### config.mk
export PLATFORM = sky130hd
export DESIGN_NAME = rtcsp_slave
export DESIGN_NICKNAME = d
export VERILOG_FILES = /design/src/inc/rtcsp_pkg.sv /design/src/verilog/rtcsp_slave.sv /design/src/verilog/rtcsp_buf2.sv
export VERILOG_INCLUDE_DIRS = /design/src /design/src/inc
export SDC_FILE = /design/constraint.sdc
export NUM_CORES = 1
export LEC_CHECK = 0
export BUFFER_PORTS_ARGS = -buffer_cell sky130_fd_sc_hd__buf_2
export CORE_ASPECT_RATIO = 1.25
export CORE_MARGIN = 3
export CORE_UTILIZATION = 58
export CTS_BUF_LIST = sky130_fd_sc_hd__clkbuf_8 sky130_fd_sc_hd__clkbuf_16
export CTS_CLUSTER_DIAMETER = 80
export DETAILED_ROUTE_END_ITERATION = 7
export GPL_ROUTABILITY_DRIVEN = 0
export PLACE_DENSITY_LB_ADDON = 0.15
export SYNTH_ARGS = -nofsm -noshare
export SYNTH_HDL_FRONTEND = slang
export SYNTH_SLANG_ARGS = --single-unit
### constraint.sdc
create_clock -name core_clk -period 3.3 [get_ports core_clk]
set_clock_uncertainty 0.1 [all_clocks]
set_input_delay 0.165 -clock core_clk [delete_from_list [all_inputs] [get_ports core_clk]]
set_output_delay 0.165 -clock core_clk [all_outputs]
set_load 0.02 [all_outputs]
### src/inc/rtcsp_map.svh
// Constants for the RTC serial slave port
`ifndef RTCSP_MAP_SVH
`define RTCSP_MAP_SVH
`define RTCSP_SLAVE_ADDR   7'h68
`define RTCSP_RW_READ      1'h1
`define RTCSP_BIT_LAST     4'h7
`define RTCSP_BIT_ACK      4'h8
`define RTCSP_BIT_PRE      4'hF
`define RTCSP_ADDR_RESET   8'h00
`endif

### src/inc/rtcsp_pkg.sv
// Types for the RTC serial slave port
package rtcsp_pkg;
    typedef enum logic [2:0] {
        RTCSP_IDLE  = 3'b000,
        RTCSP_DEVA  = 3'b001,
        RTCSP_REGA  = 3'b010,
        RTCSP_WDATA = 3'b011,
        RTCSP_RDATA = 3'b100,
        RTCSP_SKIP  = 3'b101
    } rtcsp_state_t;
endpackage

### src/verilog/rtcsp_slave.sv
// Serial slave port giving a bus master byte access to the RTC registers
// What this block does
// - Device acknowledges written bytes while the buffer has room
// - Reads use the internal address counter
// - Address byte loads counter even without data
// - Random read via dummy write, repeated START
// - Master ACK asks for the next byte
// - On NACK release data line, stop sending
// - Serial clock is input only, never stretched
// - Answer only to fixed address D0h/D1h
// - Wrong address: ignore bus until START
// - MSB first, ninth bit is ACK/NACK
`timescale 1ns/1ps
`include "rtcsp_map.svh"
module rtcsp_slave #(
    parameter int AW = 8,
    parameter int DW = 8
) (
    input  wire logic          core_clk,
    input  wire logic          rst,
    input  wire logic          scl_in,
    input  wire logic          sda_in,
    output logic               sda_out,
    output logic               sda_oe,
    output logic               wr_valid,
    input  wire logic          wr_ready,
    output logic [AW-1:0]      wr_addr,
    output logic [DW-1:0]      wr_data,
    output logic [AW-1:0]      rd_addr,
    input  wire logic [DW-1:0] rd_data,
    output logic               rd_strobe,
    output logic               busy
);
    // =========================================================
    // Pin synchronisers; the first stage feeds only the second
    logic [1:0] scl_sync;
    logic [1:0] sda_sync;
    logic       scl_d;
    logic       sda_d;
    logic       scl_rise;
    logic       scl_fall;
    logic       start_det;
    logic       stop_det;

    always_ff @(posedge core_clk) begin
        if (rst) begin
            scl_sync <= 2'h3;
            sda_sync <= 2'h3;
            scl_d    <= 1'b1;
            sda_d    <= 1'b1;
        end else begin
            scl_sync <= {scl_sync[0], scl_in};
            sda_sync <= {sda_sync[0], sda_in};
            scl_d    <= scl_sync[1];
            sda_d    <= sda_sync[1];
        end
    end

    // Edge and condition detection on the settled levels
    assign scl_rise  = scl_sync[1] && !scl_d;
    assign scl_fall  = !scl_sync[1] && scl_d;
    assign start_det = scl_sync[1] && scl_d && sda_d && !sda_sync[1];
    assign stop_det  = scl_sync[1] && scl_d && !sda_d && sda_sync[1];

    // =========================================================
    // Protocol state
    rtcsp_pkg::rtcsp_state_t state;
    rtcsp_pkg::rtcsp_state_t next_state;
    logic [3:0]    bitcnt;
    logic [3:0]    next_bitcnt;
    logic [7:0]    shreg;
    logic [7:0]    next_shreg;
    logic [AW-1:0] addr_cnt;
    logic [AW-1:0] next_addr_cnt;
    logic          drive_low;
    logic          next_drive_low;
    logic          tx_phase;
    logic          next_tx_phase;
    logic          master_nack;
    logic          next_master_nack;
    logic          push;
    logic          buf_ready;
    logic [7:0]    tx_byte;
    logic          next_rd_strobe;

    // Ninth bit sits at count 8; writes are acked then, reads listen then
    always_comb begin
        next_state       = state;
        next_bitcnt      = bitcnt;
        next_shreg       = shreg;
        next_addr_cnt    = addr_cnt;
        next_drive_low   = drive_low;
        next_tx_phase    = tx_phase;
        next_master_nack = master_nack;
        next_rd_strobe   = 1'b0;
        push             = 1'b0;
        tx_byte          = rd_data;
        if (start_det) begin
            // Any START, repeated or not, restarts address decoding
            next_state     = rtcsp_pkg::RTCSP_DEVA;
            next_bitcnt    = `RTCSP_BIT_PRE; // The clock fall after START is no bit; it wraps this to zero
            next_drive_low = 1'b0;
            next_tx_phase  = 1'b0;
        end else if (stop_det) begin
            next_state     = rtcsp_pkg::RTCSP_IDLE;
            next_drive_low = 1'b0;
        end else if (state != rtcsp_pkg::RTCSP_IDLE && state != rtcsp_pkg::RTCSP_SKIP) begin
            if (scl_rise) begin
                if (bitcnt <= `RTCSP_BIT_LAST) begin
                    next_shreg = {shreg[6:0], sda_sync[1]};
                end else begin
                    next_master_nack = sda_sync[1];
                end
            end
            if (scl_fall) begin
                if (bitcnt == `RTCSP_BIT_LAST && !tx_phase) begin
                    // Received byte complete, decide the ninth bit
                    next_bitcnt = `RTCSP_BIT_ACK;
                    unique case (state)
                        rtcsp_pkg::RTCSP_DEVA: begin
                            if (shreg[7:1] == `RTCSP_SLAVE_ADDR) begin
                                next_drive_low = 1'b1;
                            end else begin
                                next_state = rtcsp_pkg::RTCSP_SKIP;
                            end
                        end
                        rtcsp_pkg::RTCSP_REGA: begin
                            next_addr_cnt  = shreg[AW-1:0];
                            next_drive_low = 1'b1;
                        end
                        rtcsp_pkg::RTCSP_WDATA: begin
                            // A full buffer refuses the byte with NACK
                            next_drive_low = buf_ready;
                            push           = buf_ready;
                            if (buf_ready) begin
                                next_addr_cnt = addr_cnt + 1'b1;
                            end
                        end
                        default: begin
                            next_drive_low = 1'b0;
                        end
                    endcase
                end else if (bitcnt == `RTCSP_BIT_ACK) begin
                    // End of ninth bit: pick what follows
                    next_bitcnt    = 4'h0;
                    next_drive_low = 1'b0;
                    next_tx_phase  = 1'b0;
                    unique case (state)
                        rtcsp_pkg::RTCSP_DEVA: begin
                            if (shreg[0] == `RTCSP_RW_READ) begin
                                next_state     = rtcsp_pkg::RTCSP_RDATA;
                                next_tx_phase  = 1'b1;
                                next_shreg     = tx_byte;
                                next_drive_low = !tx_byte[7];
                                next_rd_strobe = 1'b1;
                                next_addr_cnt  = addr_cnt + 1'b1;
                            end else begin
                                next_state = rtcsp_pkg::RTCSP_REGA;
                            end
                        end
                        rtcsp_pkg::RTCSP_REGA: begin
                            next_state = rtcsp_pkg::RTCSP_WDATA;
                        end
                        rtcsp_pkg::RTCSP_RDATA: begin
                            if (!master_nack) begin
                                next_tx_phase  = 1'b1;
                                next_shreg     = tx_byte;
                                next_drive_low = !tx_byte[7];
                                next_rd_strobe = 1'b1;
                                next_addr_cnt  = addr_cnt + 1'b1;
                            end else begin
                                next_state = rtcsp_pkg::RTCSP_SKIP;
                            end
                        end
                        default: begin
                            next_state = state;
                        end
                    endcase
                end else if (tx_phase) begin
                    // Shift out on falling edge, MSB first
                    if (bitcnt == `RTCSP_BIT_LAST) begin
                        next_bitcnt    = `RTCSP_BIT_ACK;
                        next_drive_low = 1'b0;
                        next_tx_phase  = 1'b0;
                    end else begin
                        next_bitcnt    = bitcnt + 4'h1;
                        next_drive_low = !shreg[6];
                        next_shreg     = {shreg[6:0], 1'b0};
                    end
                end else begin
                    next_bitcnt = bitcnt + 4'h1;
                end
            end
        end
    end

    // Transmit shift register is reused; received bits shift on rise only
    always_ff @(posedge core_clk) begin
        if (rst) begin
            state       <= rtcsp_pkg::RTCSP_IDLE;
            bitcnt      <= 4'h0;
            shreg       <= 8'h00;
            addr_cnt    <= `RTCSP_ADDR_RESET;
            drive_low   <= 1'b0;
            tx_phase    <= 1'b0;
            master_nack <= 1'b1;
            rd_strobe   <= 1'b0;
        end else begin
            state       <= next_state;
            bitcnt      <= next_bitcnt;
            shreg       <= tx_phase && scl_rise ? shreg : next_shreg;
            addr_cnt    <= next_addr_cnt;
            drive_low   <= next_drive_low;
            tx_phase    <= next_tx_phase;
            master_nack <= next_master_nack;
            rd_strobe   <= next_rd_strobe;
        end
    end

    // =========================================================
    // Open-drain data pin; clock pin has no driver at all
    assign sda_out = 1'b0;
    assign sda_oe  = drive_low;
    assign rd_addr = addr_cnt;
    assign busy    = (state != rtcsp_pkg::RTCSP_IDLE);

    // Written bytes wait here; a slow register file has two queued, and later bytes are refused with NACK
    rtcsp_buf2 #(
        .WIDTH (AW + DW)
    ) u_wbuf (
        .core_clk  (core_clk),
        .rst       (rst),
        .in_valid  (push),
        .in_ready  (buf_ready),
        .in_data   ({addr_cnt, shreg}),
        .out_valid (wr_valid),
        .out_ready (wr_ready),
        .out_data  ({wr_addr, wr_data})
    );
endmodule

### src/verilog/rtcsp_buf2.sv
// Two-entry valid/ready buffer for written bytes
`timescale 1ns/1ps
module rtcsp_buf2 #(
    parameter int WIDTH = 16
) (
    input  wire logic             core_clk,
    input  wire logic             rst,
    input  wire logic             in_valid,
    output logic                  in_ready,
    input  wire logic [WIDTH-1:0] in_data,
    output logic                  out_valid,
    input  wire logic             out_ready,
    output logic      [WIDTH-1:0] out_data
);
    logic [WIDTH-1:0] mem [2];
    logic [WIDTH-1:0] next_mem [2];
    logic             rd_ptr;
    logic             wr_ptr;
    logic [1:0]       count;
    logic             next_rd_ptr;
    logic             next_wr_ptr;
    logic [1:0]       next_count;
    logic             push;
    logic             pop;

    assign in_ready  = (count != 2'h2);
    assign out_valid = (count != 2'h0);
    assign out_data  = mem[rd_ptr];
    assign push      = in_valid && in_ready;
    assign pop       = out_valid && out_ready;

    // =========================================================
    // Pointer and occupancy update
    always_comb begin
        next_mem    = mem;
        next_rd_ptr = rd_ptr;
        next_wr_ptr = wr_ptr;
        next_count  = count;
        if (push) begin
            next_mem[wr_ptr] = in_data;
            next_wr_ptr      = ~wr_ptr;
        end
        if (pop) begin
            next_rd_ptr = ~rd_ptr;
        end
        if (push && !pop) begin
            next_count = count + 2'h1;
        end else if (pop && !push) begin
            next_count = count - 2'h1;
        end
    end

    always_ff @(posedge core_clk) begin
        if (rst) begin
            rd_ptr <= 1'b0;
            wr_ptr <= 1'b0;
            count  <= 2'h0;
        end else begin
            rd_ptr <= next_rd_ptr;
            wr_ptr <= next_wr_ptr;
            count  <= next_count;
        end
        mem <= next_mem;
    end
endmodule

==> impl_metrics.py, run 1 <==
metrics = {
    "global_routing": {
        "grt_usage_pct": 23.4,
        "grt_pass1_wl_mm": 12.1,
        "antenna_found_initial": 0,
        "grt_max_degree": 41,
        "grt_pass1_vias": 2513,
        "overflow": 0,
    },
    "floorplanning": {
        "rows": 30,
        "die_area_um2": 6910,
        "start_util_pct": 61.6,
        "ios": 42,
        "core-area_um2": 5590,
        "die_x_um": 74.9,
        "die_height_um": 92.2,
    },
    "worst_setup_path": {
        "arrival_ns": 2.89,
        "reg2reg_from": "state[0]",
        "crit_fanout": 11,
        "worstReg2RegEnd": "u_wbuf.count[1]",
        "end_kind": "flip-flop",
        "cp-start-kind": "flip-flop",
        "cp.required_ns": 3.48,
        "crit_type": "reg2reg",
        "r2r_slack_ns": 0.59,
        "ff2ff_path_depth": 6,
    },
    "cells_and_area": {
        "syn_to_final_growth_pct": 13.3,
        "nets": 384,
        "antennaDiodeCount": 0,
        "drive_gt1_share_pct": 24.7,
    },
    "route": {
        "drt_iter0_markers": 212,
        "vias": 2692,
        "wl_per_cell_um": 17.1,
        "ant_nets": 0,
        "drc": 0,
        "viasPerCell": 6.17,
        "firstDrtPassIters": 4,
        "wl_mm": 7.47,
    },
    "min_path": {
        "hold_class": "in2reg",
        "hold_path_end": "u_wbuf.rd_ptr",
        "hold_depth": 4,
        "hold_start": "wr_ready",
    },
    "clock_network": {
        "cts_made_buffers": 9,
        "post_cts_resized": 0,
        "htree_levels": 3,
        "cts_setup_buffers": 0,
        "clk_pin_slew_ns": 0.08,
        "clock_sinks": 69,
        "cts_tree": "done",
        "clkLatencyLatePin_ns": 0.35,
        "clock_path_buffers": 2,
        "postCtsHoldBufs": 3,
        "cts_root_buf": "clkbuf_8",
    },
    "power_and_ir_drop": {
        "p_leak_nw": 1.37,
        "total_power_w": 0.00176,
        "p_per_area_nw_per_um2": 450,
        "ir_drop_mv": 0.292,
    },
    "synthesis": {
        "synth_area_um2": 3440,
        "syn_nets": 349,
        "synth-edff-count": 32,
        "ys_ff_latch": 69,
        "ys_seq_area_share_pct": 49.4,
        "synth_ff_type": "dfxtp_1",
        "ys_async_sr_fraction_pct": 0,
        "synthDistinctLibCells": 60,
        "yosys_warnings": 0,
        "synthCells": 332,
        "syn_avg_cell_area_um2": 10.4,
    },
    "timing": {
        "setup-tns-final_ns": 0,
        "slew_headroom_pct": 47.6,
        "post-route-period-util_pct": 82.1,
        "period_minus_slack_ns": 2.71,
        "rsz0062_at_grt": "no",
        "slew_viol_final": 0,
        "finalSetupViolCount": 0,
        "worstMarginPinSlew_ns": 0.786,
        "fmax_mhz": 369,
        "hold_viol_final": 0,
    },
    "placed_design": {
        "post-dp-hpwl_mm": 5.17,
        "port-buffer-count": 40,
    },
    "job": {
        "cap_violations": 0,
    },
    "status": {
        "status": "finished clean",
    },
}
[power breakdown]
part	switching [W]	total (W)	leakage [nW]	internal, W
Clock	0.000333	0.000762	0.110	0.000429
Combinational	0.0000420	0.0000755	0.666	0.0000335
Sequential	0.0000202	0.000919	0.596	0.000899
[critical path, stage by stage, from the launching register on]
cell and delay (ns):
dfxtp_1 0.49, nor2b_1 0.49, nand2_1 0.17, a2111oi_2 0.51, ha_1 0.36, or3_1 0.37
a21oi_1 0.14
[worst max-delay path by stage]
stage          startpoint               to  slack, ns  depth (start not counted)
2_1_floorplan   bitcnt[0]   u_wbuf.mem[16]       0.65                          5
3_3_place_gp     state[0]  u_wbuf.count[1]       0.76                          6
4_1_cts          state[0]  u_wbuf.count[1]       0.59                          6
3_5_place_dp     state[0]  u_wbuf.count[1]       0.62                          6
5_1_grt          state[0]  u_wbuf.count[1]       0.34                          6
6_report         state[0]  u_wbuf.count[1]       0.59                          6
[per-stage QoR]
stage                     area (µm²)  setup WS (ns)  utilization [%]  cells  hold WS (ns)
after floorplan                 3440          0.647                -    332         0.169
after global placement          3650          0.761             65.3    417         0.248
after detailed placement        3650          0.620             65.3    417         0.251
after CTS                       3900          0.594             69.8    436        0.0576
after global routing            3900          0.336             69.8    436         0.106
final                           3900          0.591             69.8    436        0.0678
[cells by family after synthesis]
group / Yosys count / share of synthesized area (%)
other: 1 / 0.109
XOR/XNOR: 6 / 1.53
adder cells (fa/ha/maj): 4 / 1.45
buffers and inverters: 26 / 3.23
multiplexers: 26 / 8.21
flip-flops: 69 / 49.4
AO/OA/AOI/OAI: 90 / 18.1
AND/OR/NAND/NOR: 110 / 17.9
[registers in the layout, summed over array words and instances, names as in the netlist, 2 cells and up]
signal / count
u_wbuf.mem: 32
rd_addr: 8
shreg: 8
bitcnt: 4
state: 3
scl_sync: 2
sda_sync: 2
u_wbuf.count: 2
[per-layer routing]
metal	vias to the layer above	track usage (%)	part of all wire, %
met5	-	0	0
met4	0	11.1	2.5
met2	56	38.8	53
met3	12	6.69	3.8
li1	1320	-	-
met1	1304	26.8	41
[cell type report]
class | instances | area [µm²]
flip-flops and latches | 69 | 1700
fillers | 439 | 1690
multi-input cells | 237 | 1630
repair buffers | 46 | 253
clock buffers | 9 | 124
clock inverters | 7 | 98.8
well taps | 64 | 80.1
inverters | 4 | 15.0
[Yosys cell counts, types with 3 or more instances]
cell,count,area (µm²)
a21o_1,13,97.6
a21oi_1,22,110
a22oi_1,5,37.5
a311oi_1,7,61.3
a31oi_1,4,25.0
buf_2,6,30.0
clkbuf_1,13,48.8
dfxtp_1,37,741
edfxtp_1,32,961
ha_1,4,50.1
inv_1,4,15.0
mux2_2,18,203
mux2i_1,8,80.1
nand2_1,29,109
nand2b_1,6,37.5
nand3_1,4,20.0
nand4_1,4,25.0
nand4b_1,4,35.0
nor2_1,21,78.8
nor2b_1,7,43.8
nor3_1,4,20.0
o21ai_0,13,65.1
o31ai_1,5,37.5
o32ai_1,3,26.3
or2_2,7,43.8
or3_1,5,31.3
xnor2_1,3,26.3
xor2_1,3,26.3
[placed cells by master, fill, tap and decap left out, drive strengths merged, types with 4 or more instances in the layout]
master	n
or3	5
nand2b	6
a311oi	7
nor3	4
inv	5
buf	43
a21o	13
ha	4
edfxtp	32
o31ai	5
nand4	4
clkbuf	9
dfxtp	37
nand3	4
nand4b	4
o21ai	14
or2	7
mux2i	8
nand2	29
a21oi	23
nor2b	7
nor2	22
mux2	18
a31oi	4
a22oi	5
Note: power is estimated with default switching activity, not from simulation.
==> run 2: changes to the inputs <==
--- a/config.mk
+++ b/config.mk
@@ -6,6 +6,7 @@
 export SDC_FILE = /design/constraint.sdc
 export NUM_CORES = 1
 export LEC_CHECK = 0
+export ABC_AREA = 1
 export BUFFER_PORTS_ARGS = -buffer_cell sky130_fd_sc_hd__buf_2
 export CORE_ASPECT_RATIO = 1.25
 export CORE_MARGIN = 3
==> constraint.sdc (replaced) <==
create_clock -name core_clk -period 2.75 [get_ports core_clk]
set_clock_uncertainty 0.1 [all_clocks]
set_input_delay 0.1375 -clock core_clk [delete_from_list [all_inputs] [get_ports core_clk]]
set_output_delay 0.1375 -clock core_clk [all_outputs]
set_load 0.02 [all_outputs]
==> impl_metrics.py, run 2 <==
metrics = {
    "cells_and_area": {
        "final_common_cell": "nand2_1",
        "largest_reg_flops": 32,
        "syn_to_final_growth_pct": 13.5,
        "antennaDiodeCount": 0,
        "top_register": "u_wbuf.mem",
        "layout.cells.non_filler": 603,
        "nFillCells": 492,
        "drive_gt1_share_pct": 19.0,
        "layout_common_cells": "nand2_1, inv_1, nor2_1",
        "nets": 533,
    },
    "floorplanning": {
        "ios": 42,
        "die_area_um2": 7210,
        "start_util_pct": 61.2,
        "die_height_um": 94.2,
        "rows": 31,
        "core-area_um2": 5900,
        "die_x_um": 76.6,
    },
    "synthesis": {
        "synth.largest_area_cell": "edfxtp_1",
        "synth_area_um2": 3610,
        "synthCells": 470,
        "synth-edff-count": 32,
        "synth_ff_type": "dfxtp_1",
        "yosys_warnings": 0,
        "ys_top_cells_by_count": "nand2_1, inv_1, nor2_1, dfxtp_1, edfxtp_1",
        "yosysMostFrequentCell": "nand2_1",
        "syn_avg_cell_area_um2": 7.68,
        "synth_top_area_share_pct": 26.6,
        "synthDistinctLibCells": 39,
        "ys_seq_area_share_pct": 47.2,
        "ys_async_sr_fraction_pct": 0,
        "syn_nets": 487,
        "synth_area_leaders": "edfxtp_1, dfxtp_1, nand2_1",
        "ys_ff_latch": 69,
    },
    "clock_network": {
        "clock_path_buffers": 2,
        "clock_sinks": 69,
        "cts_made_buffers": 9,
        "clk_pin_slew_ns": 0.07,
        "cts_root_buf": "clkbuf_8",
        "cts_tree": "done",
        "clkLatencyLatePin_ns": 0.35,
        "htree_levels": 3,
    },
    "min_path": {
        "hold_class": "in2reg",
        "hold_path_end": "u_wbuf.rd_ptr",
        "hold_start": "wr_ready",
        "hold_depth": 3,
    },
    "power_and_ir_drop": {
        "ir_drop_mv": 0.352,
        "p_per_area_nw_per_um2": 526,
        "p_leak_nw": 1.89,
    },
    "status": {
        "status": "finished clean",
    },
    "global_routing": {
        "grt.busiest_layer": "met2",
        "antenna_found_initial": 0,
        "grt_max_degree": 21,
        "overflow": 0,
        "grt_pass1_wl_mm": 13.1,
        "grt_usage_pct": 23.0,
        "met3_usage_pct": 6.14,
        "grt_pass1_vias": 2923,
        "met1_usage_pct": 24.9,
        "use_met2_pct": 40.8,
    },
    "route": {
        "vias": 3145,
        "ant_nets": 0,
        "firstDrtPassIters": 4,
        "drt_iter0_markers": 163,
        "viasPerCell": 5.22,
        "drc": 0,
        "wl_mm": 7.83,
        "wl_per_cell_um": 13.0,
    },
    "worst_setup_path": {
        "cp.required_ns": 2.89,
        "crit_fanout": 8,
        "worstReg2RegEnd": "u_wbuf.count[1]",
        "r2r_slack_ns": 0.63,
        "arrival_ns": 2.26,
        "reg2reg_from": "bitcnt[1]",
        "crit_type": "reg2reg",
        "ff2ff_path_depth": 10,
        "end_kind": "flip-flop",
        "cp-start-kind": "flip-flop",
    },
    "job": {
        "cap_violations": 0,
    },
    "placed_design": {
        "dp_cells": 585,
        "port-buffer-count": 40,
        "pre_cts_ws_ns": 0.678,
        "post-dp-hpwl_mm": 5.60,
    },
    "timing": {
        "slew_headroom_pct": 55.7,
        "slew_viol_final": 0,
        "finalSetupViolCount": 0,
        "post-route-period-util_pct": 77.0,
        "rsz0062_at_grt": "no",
        "worst_slack_ns": 0.631,
        "hold_viol_final": 0,
        "worstMarginPinSlew_ns": 0.664,
        "setup-tns-final_ns": 0,
        "fmax_mhz": 472,
        "period_minus_slack_ns": 2.12,
    },
}
-- run 2: cell types whose count changed in the layout (fill, tap and decap cells not counted), moves of 14 or more --
cell     delta
nand3_1    +25
nand2_1   +120
inv_1      +42
mux2_2     -18
nor2_1     +22
o21ai_0    +14
-- run 2: through the flow --
stage	power, W	utilization, %	hold slack [ns]	area, µm²
after CTS	0.00217	69.5	0.0313	4100
after global routing	0.00224	69.5	0.0571	4100
final	0.00215	69.5	0.0436	4100
after floorplan	0.00129	-	0.141	3610
after global placement	0.00135	65.7	0.219	3880
after detailed placement	0.00135	65.7	0.227	3880
-- run 2: kinds of logic after synthesis --
logic type / Yosys count / share of synthesized area, %
AOI/OAI and AO/OA: 65 / 9.60
xor gates and xnor gates: 4 / 0.971
adders and majority gates: 4 / 1.39
buffers and inverters: 66 / 7.70
DFF: 69 / 47.2
other: 1 / 0.104
and+or+nand+nor: 261 / 33.1
-- run 2: how the worst max path moves through the flow --
stage,from,end,slack [ns],cells past startpoint
final,bitcnt[1],u_wbuf.count[1],0.63,10
after global routing,bitcnt[1],u_wbuf.count[1],0.43,10
after CTS,bitcnt[1],u_wbuf.count[1],0.67,10
after detailed placement,bitcnt[1],u_wbuf.count[1],0.68,10
after global placement,bitcnt[0],u_wbuf.count[1],0.75,10
after floorplan,bitcnt[0],u_wbuf.mem[0],0.55,5
-- run 2: where the power goes --
| group | switching (W) | internal (W) |
|---|---|---|
| Sequential | 0.0000227 | 0.00109 |
| Clock | 0.000380 | 0.000441 |
| Combinational | 0.000152 | 0.0000707 |
-- run 2: area by class of cell --
| type | instances | area [µm²] | area share, % |
|---|---|---|---|
| sequential | 69 | 1700 | 41.5 |
| inverter | 56 | 220 | 5.38 |
| timing repair buffer | 45 | 243 | 5.93 |
| tap | 82 | 103 | 2.50 |
| multi-input combinational | 335 | 1630 | 39.8 |
| clock inverter | 6 | 62.6 | 1.53 |
| clock buffer | 10 | 138 | 3.36 |
-- run 2: timing repair --
item | CTS | global route
endpoints found under the hold margin | 2 | 0
hold buffers | 2 | 0
buffers inserted | 0 | 0
resized for setup | 0 | 0
-- run 2: critical path: stages, from the launching register on --
cell,delay (ns)
dfxtp_1,0.37
ha_1,0.22
nand3_2,0.12
nor2_4,0.20
nand4_1,0.17
inv_1,0.12
ha_1,0.25
a21oi_1,0.13
o21ai_0,0.12
o21ai_0,0.16
a21oi_1,0.05
-- run 2: routing by layer --
| metal | part of all wire [%] | wire [µm] |
|---|---|---|
| met3 | 5.3 | 416 |
| met5 | 0 | 0 |
| met1 | 40 | 3150 |
| met4 | 2.7 | 211 |
| met2 | 52 | 4050 |
==> run 3: changes to the inputs <==
==> constraint.sdc (replaced) <==
create_clock -name core_clk -period 2 [get_ports core_clk]
set_clock_uncertainty 0.1 [all_clocks]
set_input_delay 0.1 -clock core_clk [delete_from_list [all_inputs] [get_ports core_clk]]
set_output_delay 0.1 -clock core_clk [all_outputs]
set_load 0.02 [all_outputs]
==> impl_metrics.py, run 3 (synthesis results as in run 2) <==
metrics = {
    "status": {
        "status": "finished clean",
    },
    "clock_network": {
        "cts_tree": "done",
        "clkLatencyLatePin_ns": 0.34,
        "cts_made_buffers": 9,
        "clk_pin_slew_ns": 0.08,
        "clock_path_buffers": 2,
        "clock_sinks": 69,
        "htree_levels": 3,
        "cts_root_buf": "clkbuf_8",
    },
    "cells_and_area": {
        "utilization_pct": 70.6,
        "layout_common_cells": "nand2_1, inv_1, nor2_1",
        "multiInputGateArea_um2": 1650,
        "top_register": "u_wbuf.mem",
        "syn_to_final_growth_pct": 15.4,
        "nets": 541,
        "nFillCells": 511,
        "final_common_cell": "nand2_1",
        "largest_reg_flops": 32,
        "antennaDiodeCount": 0,
        "seq_area_um2": 1700,
        "drive_gt1_share_pct": 20.6,
    },
    "timing": {
        "slew_viol_final": 0,
        "period_minus_slack_ns": 1.83,
        "hold_viol_final": 0,
        "worstMarginPinSlew_ns": 0.654,
        "slew_headroom_pct": 56.4,
        "post-route-period-util_pct": 91.4,
        "rsz0062_at_grt": "no",
        "fmax_mhz": 547,
        "setup-tns-final_ns": 0,
        "finalSetupViolCount": 0,
    },
    "power_and_ir_drop": {
        "switching_share_pct": 27.1,
        "power_frac_seq_pct": 54.7,
        "power.net_switching_w": 0.000754,
        "p_leak_nw": 1.92,
        "internal-power_w": 0.00203,
        "p_comb_share_pct": 11.3,
        "p_per_area_nw_per_um2": 669,
        "ir_drop_mv": 0.436,
        "p_clk_share_pct": 34.0,
    },
    "floorplanning": {
        "core-area_um2": 5900,
        "die_area_um2": 7210,
        "die_height_um": 94.2,
        "rows": 31,
        "ios": 42,
        "die_x_um": 76.6,
        "start_util_pct": 61.2,
    },
    "route": {
        "drt_iter0_markers": 210,
        "wl_mm": 7.79,
        "wl_per_cell_um": 12.8,
        "firstDrtPassIters": 5,
        "drc": 0,
        "ant_nets": 0,
        "vias": 3096,
        "viasPerCell": 5.07,
    },
    "worst_setup_path": {
        "cp.required_ns": 2.14,
        "crit_type": "reg2reg",
        "crit_fanout": 4,
        "arrival_ns": 1.97,
        "end_kind": "flip-flop",
        "cp-start-kind": "flip-flop",
    },
    "global_routing": {
        "antenna_found_initial": 0,
        "grt_usage_pct": 23.5,
        "grt_pass1_wl_mm": 13.4,
        "grt_max_degree": 21,
        "overflow": 0,
        "grt_pass1_vias": 2952,
    },
    "job": {
        "cap_violations": 0,
    },
    "min_path": {
        "hold_class": "in2reg",
    },
    "placed_design": {
        "post-dp-hpwl_mm": 5.75,
        "port-buffer-count": 40,
    },
}
-- run 3: power by group through the flow --
stage          sequential [W]  combinational (W)  clock, W
2_1_floorplan         0.00155           0.000222         0
3_3_place_gp          0.00155           0.000304         0
3_5_place_dp          0.00155           0.000311         0
4_1_cts               0.00152           0.000315  0.000960
5_1_grt               0.00153           0.000354   0.00101
6_report              0.00152           0.000314  0.000947
-- run 3: through the flow --
step                      instances  setup slack (ns)  hold WS, ns  power [W]  area (µm²)
final                           611             0.171       0.0216    0.00279        4160
after global routing            611           0.00664       0.0343    0.00289        4160
after CTS                       610            0.0357       0.0126    0.00280        4140
after detailed placement        592            0.0489        0.187    0.00186        3960
after global placement          592             0.115        0.183    0.00186        3960
after floorplan                 470            0.0331        0.104    0.00177        3610
-- run 3: worst paths after layout --
path	from	end	slack [ns]	cells after the start
worst max-delay path	bitcnt[0]	u_wbuf.count[1]	0.17	10
worst min-delay path	wr_ready	u_wbuf.rd_ptr	0.02	3
worst max register to register	bitcnt[0]	u_wbuf.count[1]	0.17	10
worst min register to register	sda_sync[0]	sda_sync[1]	0.31	1
-- run 3: what timing repair did --
| action | CTS | global route |
|---|---|---|
| hold endpoints to repair | 2 | 0 |
| hold buffers | 2 | 0 |
| buffers inserted | 0 | 1 |
| resized for setup | 0 | 6 |
| endpoints found under the setup margin | 0 | 20 |
-- run 3: layout make-up --
class                   instances  area share (%)
clock inverters                 7           0.902
well taps                      82            2.46
repair buffers                 53            7.87
inverters                      56            5.29
multi-input cells             335            39.6
flip-flops and latches         69            40.9
clock buffers                   9            2.98
-- run 3: worst max-delay path: stages, from the launching register on --
cell	delay (ns)
dfxtp_2	0.37
ha_4	0.15
nand3_2	0.10
nor2_4	0.10
nand4_1	0.15
inv_1	0.11
ha_1	0.26
a21oi_1	0.12
o21ai_1	0.09
o21ai_1	0.12
a21oi_1	0.05
-- run 3: routing by layer --
layer	part of all wire, %	GRT usage [%]
met3	4.8	5.76
met1	42	27.0
met2	50	40.6
met5	0	0
met4	3.1	12.5
